--- src/logic/tcw_defines.vh ---
// Register map, field positions, reset values and timing masks of the timer
`ifndef TCW_DEFINES_VH
`define TCW_DEFINES_VH

// ****************************************
// Register byte addresses
// ****************************************
`define TCW_ADDR_CNT_L   8'h84
`define TCW_ADDR_CNT_H   8'h85
`define TCW_ADDR_TOPR_L  8'h86
`define TCW_ADDR_TOPR_H  8'h87
`define TCW_ADDR_CMPA_L  8'h88
`define TCW_ADDR_CMPA_H  8'h89
`define TCW_ADDR_CMPB_L  8'h8a
`define TCW_ADDR_CMPB_H  8'h8b
`define TCW_ADDR_CTRL_A  8'h90
`define TCW_ADDR_CTRL_B  8'h91
`define TCW_ADDR_FORCE   8'h92

// ****************************************
// Reset values and writable masks
// ****************************************
`define TCW_CTRL_A_RST   8'h00
`define TCW_CTRL_B_RST   8'h00
`define TCW_WORD_RST     16'h0000
`define TCW_CTRL_A_MASK  8'hf3
`define TCW_CTRL_B_MASK  8'hdf

// ****************************************
// Field positions
// ****************************************
`define TCW_OMA_HI       7
`define TCW_OMA_LO       6
`define TCW_OMB_HI       5
`define TCW_OMB_LO       4
`define TCW_WGML_HI      1
`define TCW_WGML_LO      0
`define TCW_WGMH_HI      4
`define TCW_WGMH_LO      3
`define TCW_CS_HI        2
`define TCW_CS_LO        0
`define TCW_FORCE_A      7
`define TCW_FORCE_B      6

// ****************************************
// Waveform classes and compare update points
// ****************************************
`define TCW_CLS_PLAIN    2'h0
`define TCW_CLS_FAST     2'h1
`define TCW_CLS_PHASE    2'h2
`define TCW_UPD_NOW      2'h0
`define TCW_UPD_TOP      2'h1
`define TCW_UPD_BOT      2'h2

// ****************************************
// Prescaler terminal masks
// ****************************************
`define TCW_DIV8_MASK    10'h007
`define TCW_DIV64_MASK   10'h03f
`define TCW_DIV256_MASK  10'h0ff
`define TCW_DIV1024_MASK 10'h3ff

`endif

--- src/logic/tcw_prescaler.v ---
// Clock select and prescaler producing the counter tick
`timescale 1ns/10ps
`default_nettype none
`include "tcw_defines.vh"

module tcw_prescaler (
  input  wire       clk,
  input  wire       rst,
  input  wire [2:0] sel,
  output reg        tick
);

  reg [9:0] pre_q;

  always @(posedge clk) begin
    if (rst) begin
      pre_q <= 10'h000;
    end else begin
      pre_q <= pre_q + 10'h001;
    end
  end

  // Select 0 and the external-clock codes stop the counter
  always @* begin
    case (sel)
      3'h1:    tick = 1'b1;
      3'h2:    tick = (pre_q & `TCW_DIV8_MASK) == `TCW_DIV8_MASK;
      3'h3:    tick = (pre_q & `TCW_DIV64_MASK) == `TCW_DIV64_MASK;
      3'h4:    tick = (pre_q & `TCW_DIV256_MASK) == `TCW_DIV256_MASK;
      3'h5:    tick = pre_q == `TCW_DIV1024_MASK;
      default: tick = 1'b0;
    endcase
  end

endmodule // tcw_prescaler

`default_nettype wire

--- src/logic/tcw_wave_out.v ---
// One compare output: waveform level and pin takeover
`timescale 1ns/10ps
`default_nettype none
`include "tcw_defines.vh"

module tcw_wave_out (
  input  wire       clk,
  input  wire       rst,
  input  wire [1:0] out_mode,
  input  wire [1:0] cls,
  input  wire       tog_ok,
  input  wire       match,
  input  wire       force_cmp,
  input  wire       bottom,
  input  wire       down,
  input  wire       top_eq,
  output reg        wave_q,
  output reg        ovr_q
);

  reg wave_d;
  reg ovr_d;
  reg hit;

  always @* begin
    wave_d = wave_q;
    ovr_d  = out_mode != 2'h0;
    hit    = match;
    case (cls)
      `TCW_CLS_FAST: begin
        // Compare at TOP is dropped in out modes 10 and 11; BOTTOM action still happens
        if (top_eq && out_mode[1]) hit = 1'b0;
        if (out_mode == 2'h1) begin
          ovr_d = tog_ok;
          if (tog_ok && hit) wave_d = ~wave_q;
        end else if (out_mode == 2'h2) begin
          if (hit) wave_d = 1'b0;
          else if (bottom) wave_d = 1'b1;
        end else if (out_mode == 2'h3) begin
          if (hit) wave_d = 1'b1;
          else if (bottom) wave_d = 1'b0;
        end
      end
      `TCW_CLS_PHASE: begin
        if (out_mode == 2'h1) begin
          ovr_d = tog_ok;
          if (tog_ok && hit) wave_d = ~wave_q;
        end else if (out_mode == 2'h2) begin
          if (hit) wave_d = down;
        end else if (out_mode == 2'h3) begin
          if (hit) wave_d = ~down;
        end
      end
      default: begin
        // Forced compare acts only in the plain modes
        if (hit || force_cmp) begin
          case (out_mode)
            2'h1:    wave_d = ~wave_q;
            2'h2:    wave_d = 1'b0;
            2'h3:    wave_d = 1'b1;
            default: wave_d = wave_q;
          endcase
        end
      end
    endcase
  end

  always @(posedge clk) begin
    if (rst) begin
      wave_q <= 1'b0;
      ovr_q  <= 1'b0;
    end else begin
      wave_q <= wave_d;
      ovr_q  <= ovr_d;
    end
  end

endmodule // tcw_wave_out

`default_nettype wire

--- src/logic/tcw_timer.v ---
// Sixteen-bit timer with two compare channels and waveform outputs
//
// Functional notes
// Each compare value is checked against the counter on every tick.
// Wide writes latch the high byte first in one shared temp register.
// Control A: out mode A 7:6, out mode B 5:4, mode low 1:0.
// Nonzero out mode A hands the A pin to the waveform.
// Nonzero out mode B hands the B pin to the waveform.
// Software sets the pin direction bit to see the waveform.
// Software sets the port data bit for the B outputs too.
// Plain modes: 01 toggles, 10 clears, 11 sets on match.
// Fast PWM 01: A toggles in modes 14, 15; else disconnected.
// Fast PWM 10: clear on match, set at BOTTOM.
// Fast PWM 11: set on match, clear at BOTTOM.
// Fast PWM: compare equal to TOP with high bit ignores match.
// Phase PWM 01: A toggles in modes 9, 11; else disconnected.
// Phase PWM 10: clear on up-count match, set on down-count.
// Phase PWM 11: set on up-count match, clear on down-count.
// Four mode bits choose counting, TOP source and waveform type.
// Normal, clear-on-match, fast, phase and phase-frequency modes.
// A counter write blocks compare matches on the next tick.
// Clock select 0 stops; 1 to 5 divide by 1, 8, 64, 256, 1024.
// Control A bits 3:2 read zero and ignore writes.
`timescale 1ns/10ps
`default_nettype none
`include "tcw_defines.vh"

module tcw_timer (
  input  wire       SYS_CLK,
  input  wire       RST,
  input  wire [7:0] ADDR,
  input  wire [7:0] WDATA,
  input  wire       WR,
  input  wire       RD,
  output reg  [7:0] RDATA,
  output wire       WAVE_OUT_A,
  output wire       WAVE_OUT_B,
  output wire       WAVE_OVR_A,
  output wire       WAVE_OVR_B,
  output wire       MATCH_A,
  output wire       MATCH_B
);

  // ****************************************
  // Registers
  // ****************************************
  reg  [7:0]  temp_q;
  reg  [15:0] cnt_q;
  reg  [15:0] topr_q;
  reg  [7:0]  ctrl_a_q;
  reg  [7:0]  ctrl_b_q;
  reg         down_q;
  reg         block_q;

  wire [31:0] cmp_buf_w;
  wire [31:0] cmp_act_w;
  wire [1:0]  wave_w;
  wire [1:0]  ovr_w;
  wire [1:0]  match_w;
  wire        tick;

  wire [3:0]  wgm = {ctrl_b_q[`TCW_WGMH_HI:`TCW_WGMH_LO],
                     ctrl_a_q[`TCW_WGML_HI:`TCW_WGML_LO]};
  wire [15:0] wide_w = {temp_q, WDATA};
  wire        wr_cnt = WR && (ADDR == `TCW_ADDR_CNT_L);

  // ****************************************
  // Mode decode
  // ****************************************
  reg  [15:0] top_w;
  reg  [1:0]  cls_w;
  reg  [1:0]  upd_w;
  reg         tog_w;

  always @* begin
    top_w = 16'hffff;
    cls_w = `TCW_CLS_PLAIN;
    upd_w = `TCW_UPD_NOW;
    tog_w = 1'b0;
    case (wgm)
      4'h0: top_w = 16'hffff;
      4'h1: begin
        top_w = 16'h00ff;
        cls_w = `TCW_CLS_PHASE;
        upd_w = `TCW_UPD_TOP;
      end
      4'h2: begin
        top_w = 16'h01ff;
        cls_w = `TCW_CLS_PHASE;
        upd_w = `TCW_UPD_TOP;
      end
      4'h3: begin
        top_w = 16'h03ff;
        cls_w = `TCW_CLS_PHASE;
        upd_w = `TCW_UPD_TOP;
      end
      4'h4: top_w = cmp_act_w[15:0];
      4'h5: begin
        top_w = 16'h00ff;
        cls_w = `TCW_CLS_FAST;
        upd_w = `TCW_UPD_BOT;
      end
      4'h6: begin
        top_w = 16'h01ff;
        cls_w = `TCW_CLS_FAST;
        upd_w = `TCW_UPD_BOT;
      end
      4'h7: begin
        top_w = 16'h03ff;
        cls_w = `TCW_CLS_FAST;
        upd_w = `TCW_UPD_BOT;
      end
      4'h8, 4'h9: begin
        top_w = wgm[0] ? cmp_act_w[15:0] : topr_q;
        cls_w = `TCW_CLS_PHASE;
        upd_w = `TCW_UPD_BOT;
        tog_w = wgm[0];
      end
      4'ha, 4'hb: begin
        top_w = wgm[0] ? cmp_act_w[15:0] : topr_q;
        cls_w = `TCW_CLS_PHASE;
        upd_w = `TCW_UPD_TOP;
        tog_w = wgm[0];
      end
      4'hc: top_w = topr_q;
      4'he, 4'hf: begin
        top_w = wgm[0] ? cmp_act_w[15:0] : topr_q;
        cls_w = `TCW_CLS_FAST;
        upd_w = `TCW_UPD_BOT;
        tog_w = 1'b1;
      end
      default: top_w = 16'hffff;
    endcase
  end

  // ****************************************
  // Counter
  // ****************************************
  tcw_prescaler u_pre (
    .clk  (SYS_CLK),
    .rst  (RST),
    .sel  (ctrl_b_q[`TCW_CS_HI:`TCW_CS_LO]),
    .tick (tick)
  );

  wire at_top = cnt_q == top_w;
  wire phase  = cls_w == `TCW_CLS_PHASE;
  wire bot_w  = tick && at_top && (cls_w == `TCW_CLS_FAST);
  wire low_w  = tick && down_q && (cnt_q == 16'h0001);
  wire upd_go = (upd_w == `TCW_UPD_NOW) ||
                ((upd_w == `TCW_UPD_TOP) && tick && at_top) ||
                ((upd_w == `TCW_UPD_BOT) && (bot_w || low_w));

  always @(posedge SYS_CLK) begin
    if (RST) begin
      cnt_q   <= `TCW_WORD_RST;
      down_q  <= 1'b0;
      block_q <= 1'b0;
    end else if (wr_cnt) begin
      cnt_q   <= wide_w;
      block_q <= 1'b1;
    end else if (tick) begin
      block_q <= 1'b0;
      if (!phase) begin
        down_q <= 1'b0;
        cnt_q  <= at_top ? 16'h0000 : cnt_q + 16'h0001;
      end else if (!down_q) begin
        if (cnt_q >= top_w) begin
          down_q <= 1'b1;
          cnt_q  <= (top_w == 16'h0000) ? 16'h0000 : top_w - 16'h0001;
        end else begin
          cnt_q  <= cnt_q + 16'h0001;
        end
      end else if (cnt_q == 16'h0000) begin
        down_q <= 1'b0;
        cnt_q  <= (top_w == 16'h0000) ? 16'h0000 : 16'h0001;
      end else begin
        cnt_q  <= cnt_q - 16'h0001;
      end
    end
  end

  // ****************************************
  // Control, TOP register and shared temp
  // ****************************************
  always @(posedge SYS_CLK) begin
    if (RST) begin
      ctrl_a_q <= `TCW_CTRL_A_RST;
      ctrl_b_q <= `TCW_CTRL_B_RST;
      topr_q   <= `TCW_WORD_RST;
      temp_q   <= 8'h00;
    end else begin
      if (WR && ADDR == `TCW_ADDR_CTRL_A)
        ctrl_a_q <= WDATA & `TCW_CTRL_A_MASK;
      if (WR && ADDR == `TCW_ADDR_CTRL_B)
        ctrl_b_q <= WDATA & `TCW_CTRL_B_MASK;
      if (WR && ADDR == `TCW_ADDR_TOPR_L)
        topr_q <= wide_w;
      // One temp serves every wide register
      if (WR && ADDR[0] && ADDR >= `TCW_ADDR_CNT_H &&
          ADDR <= `TCW_ADDR_CMPB_H)
        temp_q <= WDATA;
      else if (RD && ADDR == `TCW_ADDR_CNT_L)
        temp_q <= cnt_q[15:8];
      else if (RD && ADDR == `TCW_ADDR_TOPR_L)
        temp_q <= topr_q[15:8];
    end
  end

  // ****************************************
  // Compare channels
  // ****************************************
  genvar i;
  generate
    for (i = 0; i < 2; i = i + 1) begin : ch
      reg  [15:0] buf_q;
      reg  [15:0] act_q;
      reg         hit_q;
      wire [7:0]  adr_l = (i == 0) ? `TCW_ADDR_CMPA_L : `TCW_ADDR_CMPB_L;
      wire [1:0]  om    = (i == 0) ?
                          ctrl_a_q[`TCW_OMA_HI:`TCW_OMA_LO] :
                          ctrl_a_q[`TCW_OMB_HI:`TCW_OMB_LO];
      wire        fbit  = (i == 0) ? WDATA[`TCW_FORCE_A] :
                                     WDATA[`TCW_FORCE_B];
      wire        frc   = WR && (ADDR == `TCW_ADDR_FORCE) && fbit;
      wire        hit   = tick && !block_q && (cnt_q == act_q);

      always @(posedge SYS_CLK) begin
        if (RST) begin
          buf_q <= `TCW_WORD_RST;
          act_q <= `TCW_WORD_RST;
          hit_q <= 1'b0;
        end else begin
          if (WR && ADDR == adr_l)
            buf_q <= wide_w;
          if (upd_go)
            act_q <= buf_q;
          hit_q <= hit;
        end
      end

      tcw_wave_out u_wave (
        .clk       (SYS_CLK),
        .rst       (RST),
        .out_mode  (om),
        .cls       (cls_w),
        .tog_ok    (tog_w && (i == 0)),
        .match     (hit),
        .force_cmp (frc),
        .bottom    (bot_w),
        .down      (down_q),
        .top_eq    (act_q == top_w),
        .wave_q    (wave_w[i]),
        .ovr_q     (ovr_w[i])
      );

      assign cmp_buf_w[16*i+15:16*i] = buf_q;
      assign cmp_act_w[16*i+15:16*i] = act_q;
      assign match_w[i] = hit_q;
    end
  endgenerate

  assign WAVE_OUT_A = wave_w[0];
  assign WAVE_OUT_B = wave_w[1];
  assign WAVE_OVR_A = ovr_w[0];
  assign WAVE_OVR_B = ovr_w[1];
  assign MATCH_A    = match_w[0];
  assign MATCH_B    = match_w[1];

  // ****************************************
  // Read port
  // ****************************************
  always @(posedge SYS_CLK) begin
    if (RST) begin
      RDATA <= 8'h00;
    end else if (RD) begin
      case (ADDR)
        `TCW_ADDR_CNT_L:  RDATA <= cnt_q[7:0];
        `TCW_ADDR_CNT_H:  RDATA <= temp_q;
        `TCW_ADDR_TOPR_L: RDATA <= topr_q[7:0];
        `TCW_ADDR_TOPR_H: RDATA <= temp_q;
        `TCW_ADDR_CMPA_L: RDATA <= cmp_buf_w[7:0];
        `TCW_ADDR_CMPA_H: RDATA <= cmp_buf_w[15:8];
        `TCW_ADDR_CMPB_L: RDATA <= cmp_buf_w[23:16];
        `TCW_ADDR_CMPB_H: RDATA <= cmp_buf_w[31:24];
        `TCW_ADDR_CTRL_A: RDATA <= ctrl_a_q;
        `TCW_ADDR_CTRL_B: RDATA <= ctrl_b_q;
        default:          RDATA <= 8'h00;
      endcase
    end else begin
      RDATA <= 8'h00;
    end
  end

endmodule // tcw_timer

`default_nettype wire

--- config.mk ---
export PLATFORM = sky130hd
export DESIGN_NAME = tcw_timer
export DESIGN_NICKNAME = d
export VERILOG_FILES = /design/src/logic/tcw_prescaler.v /design/src/logic/tcw_wave_out.v /design/src/logic/tcw_timer.v
export VERILOG_INCLUDE_DIRS = /design/src /design/src/logic
export SDC_FILE = /design/constraint.sdc
export NUM_CORES = 1
export LEC_CHECK = 0
export BUFFER_PORTS_ARGS = -buffer_cell sky130_fd_sc_hd__buf_2
export CAP_MARGIN = 5
export CELL_PAD_IN_SITES_DETAIL_PLACEMENT = 1
export CELL_PAD_IN_SITES_GLOBAL_PLACEMENT = 1
export CORE_ASPECT_RATIO = 1.1
export CORE_MARGIN = 2
export CORE_UTILIZATION = 51
export CTS_BUF_LIST = sky130_fd_sc_hd__clkbuf_16
export DETAILED_ROUTE_END_ITERATION = 8
export PLACE_DENSITY_LB_ADDON = 0.1
export SLEW_MARGIN = 20
export SYNTH_ARGS = -nofsm -noshare
export SYNTH_HDL_FRONTEND = slang
export SYNTH_SLANG_ARGS = --single-unit
--- constraint.sdc ---
create_clock -name SYS_CLK -period 9.08 [get_ports SYS_CLK]
set_input_delay 1.816 -clock SYS_CLK [delete_from_list [all_inputs] [get_ports SYS_CLK]]
set_output_delay 1.816 -clock SYS_CLK [all_outputs]
set_load 0.05 [all_outputs]
### Word-level counts from Yosys, hierarchy flattened

Cells that the tools add are included.

* memories kept: 0
* latch bits: 0
* register bits: 143
* input port bits: 20
* bits in read-only memories: 0
* word-level logic and storage cells: 217
* bits in writable memories: 0

* reductions and logical operators: 61
* order comparisons: 3
* add/sub/neg operators: 4
* shifts and indexed selects: 0
* multiply operators: 0
* multiplexer cells: 63
* bitwise gates (word level): 5
* equal/unequal tests: 62
* div/mod/pow operators: 0

Operators with widths (number)
* 16-bit two-way mux: 9
* 8-bit equality test, second input constant: 12
* 16-bit one-hot mux with 6 select lines: 1
* 16-bit equality test: 5
* 8-bit one-hot mux with 9 select lines: 1
* 1-bit two-way mux: 41
* 16-bit zero test: 2
* 16-bit by 1-bit subtractor with 16-bit output, second input constant: 2
* 4-bit equality test, second input constant: 7
* 1-bit logical AND: 28
* 8-bit two-way mux: 3
* 16-bit by 1-bit adder with 16-bit output, second input constant: 1
* 16-bit by 1-bit equality test with 1-bit output, second input constant: 1
* 4-bit by 3-bit equality test with 1-bit output, second input constant: 4
* 16-bit greater-or-equal comparator: 1
* 3-bit nonzero test: 5
* 2-bit OR reduction: 7
* 7-bit OR reduction: 2
* 2-bit equality test, second input constant: 6
* 10-bit by 1-bit adder with 10-bit output, second input constant: 1
* 10-bit equality test, second input constant: 1
* 5-bit OR reduction: 2
* 3-bit equality test, second input constant: 3
* 3-bit by 1-bit inequality test with 1-bit output, second input constant: 3
* 29 further kinds: 50

### Logic depth before layout (Yosys ltp)

* word-level depth: 12
* depth in mapped cells: 17
* depth with buffers taken out: 14

### Hierarchy

From an unflattened synthesis, not the netlist that was laid out.

* cell total of the unflattened synthesis: 1248
* area, all modules: 9730.6 um2

By module, submodules not included
* tcw_timer: times used 1, area each 8677.1 um2, sequential area each 2582.5 um2, cells each 1125
* tcw_wave_out: times used 2, area each 290.3 um2, sequential area each 40.0 um2, cells each 35
* tcw_prescaler: times used 1, area each 473.0 um2, sequential area each 200.2 um2, cells each 53

### Least setup slack after synthesis

OpenSTA, ideal clock, no wires.

* path kind: input port to flip-flop
* start point: input ADDR[4]
* end point: register cnt_q[3]
* arrival time: 4040 ps
* library setup time: 122 ps
* data required time: 8958 ps
* setup slack: 4918 ps
* stages: 9
* cells stage by stage: or4b_1 > nor4_4 > nand2_1 > and2_0 > clkbuf_1 > a21o_1 > a221o_1 > a211oi_1 > a21oi_1

* cells in the longest elaborated chain, start to end: 3

Ends and longest elaborated chain
* from (decl): line tcw_timer.v:31 `input wire [7:0] ADDR,`
* 8-bit equality test (*)
* 1-bit logical AND (*): line tcw_timer.v:65 `` wire wr_cnt = WR && (ADDR == `TCW_ADDR_CNT_L); ``
* 16-bit two-way mux / 2-bit nonzero test (equally long branches)
* to (signal assigned): line tcw_timer.v:156 `` cnt_q <= `TCW_WORD_RST; ``
* to (signal assigned): line tcw_timer.v:160 `cnt_q <= wide_w;`
* to (signal assigned): line tcw_timer.v:166 `cnt_q <= at_top ? 16'h0000 : cnt_q + 16'h0001;`
* to (decl): line tcw_timer.v:48 `reg [15:0] cnt_q;`

Every way passes the cells marked *; elsewhere a longest branch is shown, timed or not.
A chain may end at the register's enable or synchronous reset.

### Final worst setup path

* start point: register ctrl_b_q[4]
* end point: register cnt_q[15]

* cells in the longest elaborated chain, start to end: 10

Ends and longest elaborated chain
* from (decl): line tcw_timer.v:51 `reg [7:0] ctrl_b_q;`
* from (signal assigned): line tcw_timer.v:189 `` ctrl_b_q <= `TCW_CTRL_B_RST; ``
* from (signal assigned): line tcw_timer.v:196 `` ctrl_b_q <= WDATA & `TCW_CTRL_B_MASK; ``
* 4-bit equality test (tied with other cells): line tcw_timer.v:80 `case (wgm)`
* 6-bit OR reduction (no line) / 2-bit OR reduction (equally long branches)
* 16-bit one-hot mux with 6 select lines: line tcw_timer.v:80
* 16-bit by 1-bit subtractor with 16-bit output / 16-bit zero test (equally long branches): line tcw_timer.v:170 `cnt_q <= (top_w == 16'h0000) ? 16'h0000 : top_w - 16'h0001;`
* 16-bit two-way mux: line tcw_timer.v:170
* 16-bit two-way mux: line tcw_timer.v:168 `if (cnt_q >= top_w) begin`
* 16-bit two-way mux: line tcw_timer.v:167 `end else if (!down_q) begin`
* 16-bit two-way mux (*): line tcw_timer.v:164 `if (!phase) begin`
* 16-bit two-way mux (*): line tcw_timer.v:162 `end else if (tick) begin`
* 16-bit two-way mux (*): line tcw_timer.v:159 `end else if (wr_cnt) begin`
* to (signal assigned): line tcw_timer.v:160
* to (signal assigned): line tcw_timer.v:166
* to (signal assigned): line tcw_timer.v:170

Every way passes the cells marked *; elsewhere a longest branch is shown, timed or not. The select of a mux whose other input is x is not followed.

==> impl_summary.md <==
Power and ir drop
The portion of total power attributed to the clock network is 49.1%. The part of the total power dissipated in combinational logic is 4.9%. Cell internal power was estimated by the tool at 0.00102 W.

The analysis attributes to net switching a power of 0.000353 W. Summing internal, switching and leakage power gives 0.00138 W. For this design the ratio of total power to cell area is 129 mW/mm2.

For this design the static power due to leakage is 4.02 nW. Of the total power, the share spent switching nets is 25.7%. The sequential fraction of design power is 46.0%.

The worst-case IR drop observed on VDD is 0.000132 V.

Detailed routing
For this block, the routed nets add up to 42.3 mm of wire. The starting DRC count in detailed routing is 1211. The first TritonRoute pass finished after 6 iterations. In the final routed layout, each cell accounts on average for 27.8 um. In the routed design, unresolved DRC markers number 0. The via total after detailed routing is 10600.

The number of nets with antenna violations after detailed routing is 0. The via density per instance is 6.99.

Clock tree
The hold-fix buffer count after cts is 0. Gates resized during post-CTS repair numbered 0. The clock buffer count from CTS is 17. After clock tree synthesis, the clock-pin slew on the worst setup and hold paths is 0.07 ns.

The clock tree from TritonCTS is yes. The clock net in this run drives a total of 143 sinks. The maximum root-to-sink buffer count is 2. The setup fix buffers added after clock tree synthesis is 0. The clock tree synthesis step divided the H-tree into 4 levels. The clock latency on the worst-skew pair is 0.44 ns. The buffer cell driving the clock tree root is sky130_fd_sc_hd__clkbuf_16.

STA
The worst-case setup margin in the final layout is 4.18 ns. Based on the critical path, the design can be clocked at up to 0.204 GHz. The number of max-slew violations in the final report was 0.

The routed design could run at a clock period as short as 4.90 ns. At the pin with the least slew margin, the transition time is 1.28 ns. The final hold violation count came to 0. The total of endpoints with negative setup slack in the final report is 0.

Of the available clock period, the critical path in the final layout requires 53.9%. The worst-case clock skew is 0.0133 ns. The summed negative setup slack over all endpoints is 0 ns.

Setup repair after global routing left no endpoint under its margin. In this run the tightest slew margin relative to its limit is 14.1%.

Setup path
At the worst endpoint, the arrival time is 5.24 ns. Counting cells, the worst reg-to-reg path comes to 12. In this run the register-to-register setup slack is 4.18 ns.

The type of element capturing the critical path is a flop. In this run the critical register-to-register path is captured at cnt_q[15]. The worst setup path is launched from a flop. The cell family contributing the most delay on the critical path is simple AND/OR/NAND/NOR gates. In this run the critical register-to-register path is launched from ctrl_b_q[4]. The critical path is of the reg2reg type. STA puts the critical path data required time at 9.42 ns. The biggest cell delay along the critical path is 0.78 ns. Along the worst path, the maximum fanout reaches 47. The signal on the critical path passes through buf_4 -> clkinv_1 -> o32a_1 -> o21ai_1 -> ha_1 -> nand4_1 -> nor4_1 -> a211oi_1 -> and2_1 -> nor3b_1 -> nand3_1 -> o31ai_1. The cell with the largest stage delay on the worst path is sky130_fd_sc_hd__nor4_1. Counting both buffers and inverters, the worst setup path holds a total of 2. The cell count along the critical path is 12.

Synth
Counting flops and latches in the post-synthesis netlist gives 143. The library cell occupying the most area in the post-synthesis netlist is sky130_fd_sc_hd__dfxtp_1. The average size of a mapped cell is 7.63 um2. The Yosys step of the flow raised 0 warnings. The cell area after synthesis is 0.00987 mm2. Sequential elements use 29.0% of the synthesized area. Synthesis produced 1294 cells. Yosys attributes the largest share of cell area to sky130_fd_sc_hd__dfxtp_1 29%, sky130_fd_sc_hd__mux2i_1 5.7%, sky130_fd_sc_hd__nand2_1 5.6%. The commonest cells after synthesis are 147 x sky130_fd_sc_hd__nand2_1, 143 x sky130_fd_sc_hd__dfxtp_1, 131 x sky130_fd_sc_hd__nor2_1. The top-area cell type share of the netlist area is 29.0%.

The number of synthesized flops with an enable pin is 0. The leading cell type by number of instances after synthesis is sky130_fd_sc_hd__nand2_1. In the synthesized netlist the dominant register cell turns out to be sky130_fd_sc_hd__dfxtp_1. The number of nets in the synthesized netlist is 1341. The synthesized netlist contains 78 unique library cells. The fraction of synthesis flops using an asynchronous set or reset pin is 0%.

Floorplanning
The initial cell density of the core is 51.9%. The x dimension of the die is 137 um. The I/O pin count is 34. The core region is 0.0190 mm2. The die outline height is 150 um. The count of standard-cell rows is 53. The die covers 0.0205 mm2.

Finish
In the final layout, the multi-input gates occupy 0.00648 mm2. 0 antenna diodes ended up in the layout. The fraction of layout cells with a size suffix above 1 is 8.23%. Fill cells in the final layout number 2386.

Once layout is done, the placed cells without fillers occupy 0.0107 mm2. For this run, the post-layout net count is 1311. The layout-stage area growth over the synthesis result is 7.87%.

The post-route core utilization is 56.0%. The sequential cells in the finished layout cover a total of 0.00286 mm2.

GRT
The first-pass GRT wire length is 63.3 mm. The initial antenna violation count is 0. The global-route usage over all layers is 41.5%. The via count of the first global-routing pass is 10300. Entering global routing, the biggest net connects 90 pins. Summed over all layers, the global routing overflow is 0.

Job
The total of max-cap violations is 0.

Placement
The detailed placer's ending HPWL is 29.9 mm. The total of buffers placed on input and output ports is 33. The placement-stage worst setup slack is 4.17 ns.

The cell area after placement is 0.0101 mm2. The last weighted congestion value of the routability-driven placer is 0.959.

Run status
The run finished with clean final reports.

Min path
The worst min-delay path category is reg2reg. The worst hold path endpoint is u_pre.pre_q[0]. Counting instances, the worst hold path has a depth of 1. The worst hold path begins at u_pre.pre_q[0].
power by group through the flow:
| stage | Combinational, W | Sequential (W) | Clock [W] |
|---|---|---|---|
| 2_1_floorplan | 0.0000402 | 0.000645 | 0 |
| 3_3_place_gp | 0.0000638 | 0.000647 | 0 |
| 3_5_place_dp | 0.0000643 | 0.000647 | 0 |
| 4_1_cts | 0.0000648 | 0.000633 | 0.000671 |
| 5_1_grt | 0.0000704 | 0.000633 | 0.000697 |
| 6_report | 0.0000671 | 0.000633 | 0.000675 |
cell families (layout without fill, tap and decap cells):
logic type                 Yosys count  in the layout  share of synthesized area [%]
AOI/OAI and AO/OA                  344            344                           23.5
xor gates and xnor gates            82             82                           7.27
adders and majority gates           27             27                           3.42
and+or+nand+nor                    504            504                           25.2
muxes                               58             58                           5.90
buffers and inverters              136            118                           5.71
DFF                                143            143                           29.0
area by class of cell:
type	instances	area share [%]
clock inverter	14	1.12
sequential	143	26.9
clock buffer	17	3.99
inverter	32	1.13
tap	247	2.90
multi-input combinational	1015	60.9
timing repair buffer	55	3.12
metrics by stage:
step,hold slack [ns],std cells
after floorplan,0.430,1294
after global placement,0.450,1492
after detailed placement,0.461,1492
after CTS,0.474,1523
after global routing,0.508,1523
final,0.464,1523
flip-flops by register name, indices dropped and copies added (netlist names):
register          cells
ch.u_wave.ovr_q       2
block_q               1
topr_q               16
temp_q                8
ch.act_q             32
RDATA                 8
u_pre.pre_q          10
ctrl_a_q              6
ctrl_b_q              7
down_q                1
MATCH_B               1
MATCH_A               1
ch.buf_q             32
cnt_q                16
ch.u_wave.wave_q      2
worst register-to-register path, stage by stage, from the launching register on:
cell and delay, ns:
sky130_fd_sc_hd__dfxtp_1 0.31, sky130_fd_sc_hd__buf_4 0.41, sky130_fd_sc_hd__clkinv_1 0.45, sky130_fd_sc_hd__o32a_1 0.44, sky130_fd_sc_hd__o21ai_1 0.37, sky130_fd_sc_hd__ha_1 0.23, sky130_fd_sc_hd__nand4_1 0.12, sky130_fd_sc_hd__nor4_1 0.78
sky130_fd_sc_hd__a211oi_1 0.18, sky130_fd_sc_hd__and2_1 0.36, sky130_fd_sc_hd__nor3b_1 0.52, sky130_fd_sc_hd__nand3_1 0.31, sky130_fd_sc_hd__o31ai_1 0.32
cell usage in the layout (no fill, tap or decap), types with 11 or more instances in the layout:
cell type,count
sky130_fd_sc_hd__o21ai_0,55
sky130_fd_sc_hd__o211ai_1,14
sky130_fd_sc_hd__a22oi_1,16
sky130_fd_sc_hd__nor4_1,18
sky130_fd_sc_hd__nor2b_1,20
sky130_fd_sc_hd__buf_2,32
sky130_fd_sc_hd__and3_1,11
sky130_fd_sc_hd__xor2_1,59
sky130_fd_sc_hd__a21oi_1,96
sky130_fd_sc_hd__nand4_1,15
sky130_fd_sc_hd__ha_1,27
sky130_fd_sc_hd__a22o_1,11
sky130_fd_sc_hd__nand2_1,147
sky130_fd_sc_hd__nand3_1,49
sky130_fd_sc_hd__inv_1,31
sky130_fd_sc_hd__mux2i_1,56
sky130_fd_sc_hd__clkbuf_16,17
sky130_fd_sc_hd__a31oi_1,21
sky130_fd_sc_hd__xnor2_1,23
sky130_fd_sc_hd__dfxtp_1,143
sky130_fd_sc_hd__nor2_1,131
sky130_fd_sc_hd__a221oi_1,20
sky130_fd_sc_hd__nand2b_1,18
sky130_fd_sc_hd__nor3_1,23
sky130_fd_sc_hd__buf_4,23
how the worst max path moves through the flow:
stage / from / endpoint / slack, ns
finish: ctrl_b_q[4] / cnt_q[15] / 4.18
global route: ctrl_a_q[1] / cnt_q[3] / 3.84
CTS: ctrl_a_q[1] / cnt_q[15] / 4.29
detailed placement: ADDR[4] / cnt_q[3] / 4.17
global placement: ADDR[4] / cnt_q[3] / 4.25
floorplan: ADDR[4] / cnt_q[3] / 4.92
layer usage:
metal / GRT usage [%] / share of wire [%] / routed length, um
met2: 66.2 / 45 / 19200
met5: 0 / 0 / 0
met4: 28.0 / 7.9 / 3360
met1: 51.1 / 38 / 16200
met3: 6.84 / 8.3 / 3510
Note: power is estimated with default switching activity, not from simulation.
